--- src/stomon_pkg.sv ---
/*
 * Constants for the torque cutoff supervision block: timing, fault codes, states.
 * Assumes a 200 MHz system clock.
 */
package stomon_pkg;
    localparam int unsigned CLK_MHZ          = 200;
    localparam int unsigned RESPONSE_MAX_US  = 1000;
    localparam int unsigned RESPONSE_CYC     = RESPONSE_MAX_US * CLK_MHZ;
    localparam int unsigned DISCREP_MS       = 200;
    localparam int unsigned DISCREP_CYC      = DISCREP_MS * 1000 * CLK_MHZ;
    localparam int unsigned CNT_W            = 26;
    localparam logic [7:0]  FC_NONE          = 8'h00;
    localparam logic [7:0]  FC_DISCREPANCY   = 8'h17;
    localparam logic [7:0]  FC_TORQUE_CUTOFF = 8'h42;
    localparam logic        GATE_EN_RESET    = 1'b0;

    typedef enum logic [1:0] {
        STOMON_STOPPED = 2'b00,
        STOMON_RUNNING = 2'b01,
        STOMON_TRIPPED = 2'b10
    } stomon_state_e;
endpackage

--- src/stomon_discrep_timer.sv ---
/*
 * Discrepancy timer: counts cycles while the two cutoff inputs disagree.
 * Assumes inputs already synchronous to sys_clk_i.
 */
`timescale 1ns/100ps
module stomon_discrep_timer
    import stomon_pkg::*;
#(
    parameter int unsigned LIMIT = DISCREP_CYC
) (
    input  wire logic sys_clk_i,
    input  wire logic rst_i,
    input  wire logic disagree_i,
    output logic      expired_o
);
    logic [CNT_W-1:0] cnt_q;
    logic [CNT_W-1:0] cnt_d;
    logic             exp_q;
    logic             exp_d;

    always_comb begin
        cnt_d = cnt_q;
        exp_d = 1'b0;
        if (!disagree_i) begin
            cnt_d = '0;
        end else if (cnt_q >= CNT_W'(LIMIT)) begin
            exp_d = 1'b1;
        end else begin
            cnt_d = cnt_q + CNT_W'(1);
        end
    end

    always_ff @(posedge sys_clk_i) begin
        if (rst_i) begin
            cnt_q <= '0;
            exp_q <= 1'b0;
        end else begin
            cnt_q <= cnt_d;
            exp_q <= exp_d;
        end
    end

    assign expired_o = exp_q;
endmodule

--- src/stomon_top.sv ---
/*
 * Torque cutoff supervision: watches two normally-closed cutoff inputs,
 * forces gate drives off, latches fault codes, checks input agreement.
 * Assumes inputs synchronous to sys_clk_i; input high means closed.
 */
// Summary of operation
// - On cutoff demand trip at once and remove motor drive; motor coasts.
// - While cutoff active, gate drives held off regardless of software control.
// - Motor power removed within 1 ms of an input opening.
// - Disagreement tolerated 200 ms; after that raise discrepancy fault.
// - One input open: stop, report discrepancy code 23 and cutoff code 66.
// - Both inputs open together: stop, report only cutoff code 66.
// - Internal circuit failure also raises the discrepancy fault.
`timescale 1ns/100ps
module stomon_top
    import stomon_pkg::*;
#(
    parameter int unsigned DISCREP_LIMIT = DISCREP_CYC
) (
    input  wire logic       sys_clk_i,
    input  wire logic       rst_i,
    input  wire logic       torque_cutoff_input_a_i,
    input  wire logic       torque_cutoff_input_b_i,
    input  wire logic       run_cmd_i,
    input  wire logic       stop_cmd_i,
    input  wire logic       sw_gate_en_i,
    input  wire logic       internal_fail_i,
    input  wire logic       fault_clear_i,
    output logic            gate_drive_en_o,
    output logic            torque_cutoff_function_o,
    output logic            drive_trip_o,
    output logic            cutoff_discrepancy_fault_o,
    output logic            cutoff_fault_o,
    output logic [7:0]      fault_code_o
);
    stomon_state_e state_q;
    stomon_state_e state_d;
    logic          gate_q;
    logic          gate_d;
    logic          cut_q;
    logic          cut_d;
    logic          trip_q;
    logic          trip_d;
    logic          disc_q;
    logic          disc_d;
    logic          cfault_q;
    logic          cfault_d;
    logic [7:0]    code_q;
    logic [7:0]    code_d;
    logic          expired;
    logic          any_open;
    logic          one_open;
    logic          both_open;

    // Open means low on a normally-closed line
    function automatic logic line_open(input logic line);
        return !line;
    endfunction

    // Code priority: discrepancy over cutoff over held value
    function automatic logic [7:0] next_code(input logic       disc_set,
                                             input logic       cut_set,
                                             input logic [7:0] held);
        logic [7:0] code;
        code = held;
        if (cut_set) begin
            code = FC_TORQUE_CUTOFF;
        end
        if (disc_set) begin
            code = FC_DISCREPANCY;
        end
        return code;
    endfunction

    // Any opening is a demand
    assign any_open  = line_open(torque_cutoff_input_a_i)
                    || line_open(torque_cutoff_input_b_i);
    assign both_open = line_open(torque_cutoff_input_a_i)
                    && line_open(torque_cutoff_input_b_i);
    assign one_open  = any_open && !both_open;

    stomon_discrep_timer #(
        .LIMIT (DISCREP_LIMIT)
    ) u_timer (
        .sys_clk_i  (sys_clk_i),
        .rst_i      (rst_i),
        .disagree_i (one_open),
        .expired_o  (expired)
    );

    // Run state and sticky trip
    always_comb begin
        state_d = state_q;
        trip_d  = trip_q;
        case (state_q)
            STOMON_RUNNING: begin
                if (any_open) begin
                    state_d = STOMON_TRIPPED;
                    trip_d  = 1'b1;
                end else if (stop_cmd_i) begin
                    state_d = STOMON_STOPPED;
                end
            end
            STOMON_TRIPPED: begin
                // Restart only from stopped with a fresh run command
                if (!any_open) begin
                    state_d = STOMON_STOPPED;
                end
            end
            STOMON_STOPPED: begin
                if (any_open) begin
                    state_d = STOMON_TRIPPED;
                    trip_d  = 1'b1;
                end else if (run_cmd_i) begin
                    state_d = STOMON_RUNNING;
                    trip_d  = 1'b0;
                end
            end
            default: begin
                state_d = STOMON_TRIPPED;
                trip_d  = 1'b1;
            end
        endcase
    end

    always_ff @(posedge sys_clk_i) begin
        if (rst_i) begin
            state_q <= STOMON_STOPPED;
            trip_q  <= 1'b0;
        end else begin
            state_q <= state_d;
            trip_q  <= trip_d;
        end
    end

    // Sticky fault flags and latest code; a set beats a clear in one cycle
    always_comb begin
        disc_d   = disc_q;
        cfault_d = cfault_q;
        code_d   = code_q;
        if (fault_clear_i) begin
            disc_d   = 1'b0;
            cfault_d = 1'b0;
            code_d   = FC_NONE;
        end
        if (any_open) begin
            cfault_d = 1'b1;
        end
        if (expired || internal_fail_i) begin
            disc_d = 1'b1;
        end
        code_d = next_code(expired || internal_fail_i, any_open, code_d);
    end

    always_ff @(posedge sys_clk_i) begin
        if (rst_i) begin
            disc_q   <= 1'b0;
            cfault_q <= 1'b0;
            code_q   <= FC_NONE;
        end else begin
            disc_q   <= disc_d;
            cfault_q <= cfault_d;
            code_q   <= code_d;
        end
    end

    // Hardware gate, ANDed with software enable; an open input forces it off
    always_comb begin
        cut_d  = any_open;
        gate_d = (state_d == STOMON_RUNNING) && !any_open && sw_gate_en_i;
    end

    always_ff @(posedge sys_clk_i) begin
        if (rst_i) begin
            gate_q <= GATE_EN_RESET;
            cut_q  <= 1'b0;
        end else begin
            gate_q <= gate_d;
            cut_q  <= cut_d;
        end
    end

    assign gate_drive_en_o            = gate_q;
    assign torque_cutoff_function_o   = cut_q;
    assign drive_trip_o               = trip_q;
    assign cutoff_discrepancy_fault_o = disc_q;
    assign cutoff_fault_o             = cfault_q;
    assign fault_code_o               = code_q;

    gate_off_a: assert property (@(posedge sys_clk_i) disable iff (rst_i)
        any_open |=> !gate_drive_en_o)
        else $error("gate drive enabled while cutoff input open");

    gate_run_a: assert property (@(posedge sys_clk_i) disable iff (rst_i)
        gate_drive_en_o |-> state_q == STOMON_RUNNING && !torque_cutoff_function_o)
        else $error("gate drive enabled outside running state");

    trip_now_a: assert property (@(posedge sys_clk_i) disable iff (rst_i)
        (any_open && state_q == STOMON_RUNNING) |=> drive_trip_o && state_q == STOMON_TRIPPED)
        else $error("no trip on cutoff demand");

    resp_time_a: assert property (@(posedge sys_clk_i) disable iff (rst_i)
        ($fell(torque_cutoff_input_a_i) || $fell(torque_cutoff_input_b_i))
            |-> ##[1:2] !gate_drive_en_o)
        else $error("motor power not removed in time");

    disc_quiet_a: assert property (@(posedge sys_clk_i) disable iff (rst_i)
        (!one_open && !expired && !internal_fail_i && !cutoff_discrepancy_fault_o) |=>
            !cutoff_discrepancy_fault_o)
        else $error("discrepancy fault without cause");

    cutoff_flag_a: assert property (@(posedge sys_clk_i) disable iff (rst_i)
        one_open |=> cutoff_fault_o && torque_cutoff_function_o)
        else $error("single open input not flagged");

    both_code_a: assert property (@(posedge sys_clk_i) disable iff (rst_i)
        (!torque_cutoff_input_a_i && !torque_cutoff_input_b_i && !internal_fail_i
            && !expired) |=> fault_code_o == FC_TORQUE_CUTOFF)
        else $error("wrong code for both inputs open");

    both_nodisc_a: assert property (@(posedge sys_clk_i) disable iff (rst_i)
        (both_open && !expired && !internal_fail_i && !cutoff_discrepancy_fault_o) |=>
            !cutoff_discrepancy_fault_o)
        else $error("discrepancy fault on joint opening");

    internal_a: assert property (@(posedge sys_clk_i) disable iff (rst_i)
        internal_fail_i |=> cutoff_discrepancy_fault_o && fault_code_o == FC_DISCREPANCY)
        else $error("internal failure not reported");

    no_restart_a: assert property (@(posedge sys_clk_i) disable iff (rst_i)
        (state_q != STOMON_RUNNING && !run_cmd_i) |=> state_q != STOMON_RUNNING)
        else $error("running without a run command");

    trip_hold_a: assert property (@(posedge sys_clk_i) disable iff (rst_i)
        (drive_trip_o && !(state_q == STOMON_STOPPED && run_cmd_i)) |=> drive_trip_o)
        else $error("trip cleared without a run command");
endmodule

--- config.mk ---
export PLATFORM = sky130hd
export DESIGN_NAME = stomon_top
export DESIGN_NICKNAME = d
export VERILOG_FILES = /design/src/stomon_pkg.sv /design/src/stomon_discrep_timer.sv /design/src/stomon_top.sv
export SDC_FILE = /design/constraint.sdc
export NUM_CORES = 1
export LEC_CHECK = 0
export CAP_MARGIN = 15
export CORE_MARGIN = 4
export CORE_UTILIZATION = 40
export CTS_CLUSTER_DIAMETER = 150
export DETAILED_ROUTE_END_ITERATION = 8
export DONT_BUFFER_PORTS = 1
export PLACE_DENSITY = 0.58
export REMOVE_ABC_BUFFERS = 1
export SYNTH_ARGS = -nofsm -noshare
export SYNTH_HDL_FRONTEND = slang
export SYNTH_SLANG_ARGS = --single-unit
--- constraint.sdc ---
create_clock -name sys_clk_i -period 2.84 [get_ports sys_clk_i]
set_input_delay 0.284 -clock sys_clk_i [delete_from_list [all_inputs] [get_ports sys_clk_i]]
set_output_delay 0.284 -clock sys_clk_i [all_outputs]
set_load 0.005 [all_outputs]
==> results.cfg <==
[status]
status = finished clean

[synthesis]
yosysTopAreaCell = dfxtp_1
synth_flop_cell = dfxtp_1
ys_ff_latch = 37
synth_xor_area_frac = 0.00462
syn_inst = 227
yosys_warnings = 0
ys_top_cells_by_area = dfxtp_1 (39%), a21oi_1 (5.3%), nand2_1 (4.2%), or4_1 (4.0%), nand3_1 (3.2%)
yosys.area.top_type_share = 0.391
synth-simple-area-share = 0.306
synth_compound_area_frac = 0.199
synth_cell_type_count = 43
synth_adder_area_share = 0.0264
synth_top_family_by_area = simple AND/OR/NAND/NOR gates
synthesis.area_um2 = 1900
synth_edf_count = 0
synthMuxAreaShare = 0.0106
seq_area_frac_synth = 0.391
synth-async-reset-ratio = 0
syn_avg_cell_area_um2 = 8.35

[timing]
rsz0062_at_grt = no
setup_viol = 0
hold_violations = 0
max_freq_mhz = 410
slew_violations = 0
fin_crit_ns = 2.44
max_slew_margin = 0.424
whs_ns = 0.0602
period_share = 0.860
setup_tns_ns = 0
tightest_slew_ns = 0.862
clock-skew-final_ns = 0.00257

[drt]
routedWlPerCell_um = 14.8
wl_um = 4070
viasPerCell = 5.92
vias = 1633
drt_iter0_drc = 95
postRouteAntennaNets = 0
drc = 0
firstDrtPassIters = 4

[layout]
design_area_um2 = 2000
num_antenna_cells = 0
finalNonFillerCells = 276
finalNetCount = 236
final_common_cell = dfxtp_1
fillCellCount = 452
final_util = 0.446
drive_above_1_share = 0.0759
area_growth_syn_to_layout_pct = 5.35
final_cell_mix = dfxtp_1 (37), nand2_1 (21), a21oi_1 (20), nand3_1 (12)

[clocking]
clock-root-buffer = clkbuf_8
clockBufferDepth = 2
clk_pin_slew_worst_paths_ns = 0.07
ctsResizeCount = 0
post-cts-setup-buffer-count = 0
hold_buffers = 0
clock_latency_ns = 0.28
cts_max_level = 2
cts_buffers = 5
tritoncts = done
cts_sinks = 37

[global_route]
antenna_found_initial = 0
grt-ovfl-total = 0
grt_pass1_vias = 1438
gr-usage-all-layers = 0.141
grt_max_degree = 20
grt_first_pass_wirelength_um = 6820

[critical_path]
rrSetupSlack_ns = 0.40
timing.rr.start = u_timer.cnt_q[18]$_SDFFE_PP0N_
cp_max_fo = 13
crit_start = u_timer.cnt_q[18]$_SDFFE_PP0N_
start_kind = register
crit_type = register to register
ff2ff_path_depth = 6
worst_ep_required_time_ns = 3.06
endpoint_kind = register
r2r-end = u_timer.cnt_q[20]$_SDFFE_PP0N_
arrival_ns = 2.66

[floorplan]
ios = 22
core_um2 = 4470
rows = 24
dieArea_um2 = 5900
start_util = 0.424
die_y_um = 76.8
die_w_um = 76.8

[hold_path]
holdCritStartpoint = rst_i
whs_path_depth = 1
hold_path_class = primary input to register
hold_end = torque_cutoff_function_o$_SDFF_PP0_

[place]
placed_cell_area_um2 = 1910
dp.final_hpwl_um = 2880
port_buffers = 0
place.gp.congestion = 0.808
placed_cells = 268

[pwr]
powerDensity_nw_per_um2 = 467
p_leak_nw = 0.685
irDropWorstVdd_mv = 0.259

[run]
drv_cap = 0
==> worst max-delay path, stage by stage (launching register included) <==
cell and delay [ns]:
dfxtp_1 0.37, or4_4 0.55, o211a_1 0.26, or3_1 0.37, buf_4 0.19, or4_1 0.50, a21oi_1 0.15
==> state kept, by name (all words and copies together), names as in the netlist <==
name / flops
u_timer.expired_o: 1
drive_trip_o: 1
gate_drive_en_o: 1
state_q: 2
torque_cutoff_function_o: 1
fault_code_o: 3
cutoff_discrepancy_fault_o: 1
cutoff_fault_o: 1
u_timer.cnt_q: 26
==> cells in the mapped netlist (5+ instances only) <==
cell,count
dfxtp_1,37
nand2_1,21
a21oi_1,20
nand3_1,12
clkbuf_1,11
nor2_1,10
or4_1,10
nand2b_1,8
o21ai_0,8
o31ai_1,8
or3_1,8
nand4_1,6
nor4_1,6
and4_1,5
buf_4,5
inv_1,5
==> metal layers <==
metal / GRT usage / share of wire / routed length, um
met1: 0.195 / 0.48 / 1960
met2: 0.214 / 0.46 / 1860
met3: 0.0398 / 0.056 / 227
met4: 0.0380 / 0.0054 / 22
met5: 0 / 0 / 0
==> how the worst max path moves through the flow <==
| stage | end | slack [ns] |
|---|---|---|
| 2_1_floorplan | u_timer.cnt_q[14]$_SDFFE_PP0N_ | 0.38 |
| 3_3_place_gp | u_timer.cnt_q[20]$_SDFFE_PP0N_ | 0.46 |
| 3_5_place_dp | u_timer.cnt_q[20]$_SDFFE_PP0N_ | 0.43 |
| 4_1_cts | u_timer.cnt_q[20]$_SDFFE_PP0N_ | 0.40 |
| 5_1_grt | u_timer.cnt_q[20]$_SDFFE_PP0N_ | 0.29 |
| 6_report | u_timer.cnt_q[20]$_SDFFE_PP0N_ | 0.40 |
==> metrics by stage <==
stage	worst slack, ns	total power, mW
6_report	0.398	0.933
5_1_grt	0.291	0.981
4_1_cts	0.399	0.947
3_5_place_dp	0.434	0.592
3_3_place_gp	0.463	0.591
2_1_floorplan	0.382	0.578
==> where the power goes <==
group / total, mW / switching (mW) / leakage [nW] / internal [mW]
registers: 0.538 / 0.00955 / 0.301 / 0.529
logic: 0.0404 / 0.0248 / 0.340 / 0.0156
clock network: 0.354 / 0.185 / 0.0439 / 0.169
total: 0.933 / 0.219 / 0.685 / 0.714
==> layout make-up <==
| type | instances | area, um2 | share of cell area |
|---|---|---|---|
| clock buffer | 5 | 68.8 | 0.0345 |
| clock inverter | 3 | 17.5 | 0.00877 |
| inverter | 5 | 18.8 | 0.00940 |
| multi-input combinational | 169 | 1050 | 0.525 |
| sequential | 37 | 741 | 0.371 |
| tap | 52 | 65.1 | 0.0326 |
| timing repair buffer | 5 | 37.5 | 0.0188 |
==> cells by family (layout without fill, tap and decap cells) <==
logic type,count (synthesis),in the layout
other,1,3
buffers and inverters,23,18
flip-flops,37,37
AO/OA/AOI/OAI,58,58
AND/OR/NAND/NOR,101,101
XOR/XNOR,1,1
multiplexers,2,2
adder cells (fa/ha/maj),4,4
Note: power is estimated with default switching activity, not from simulation.
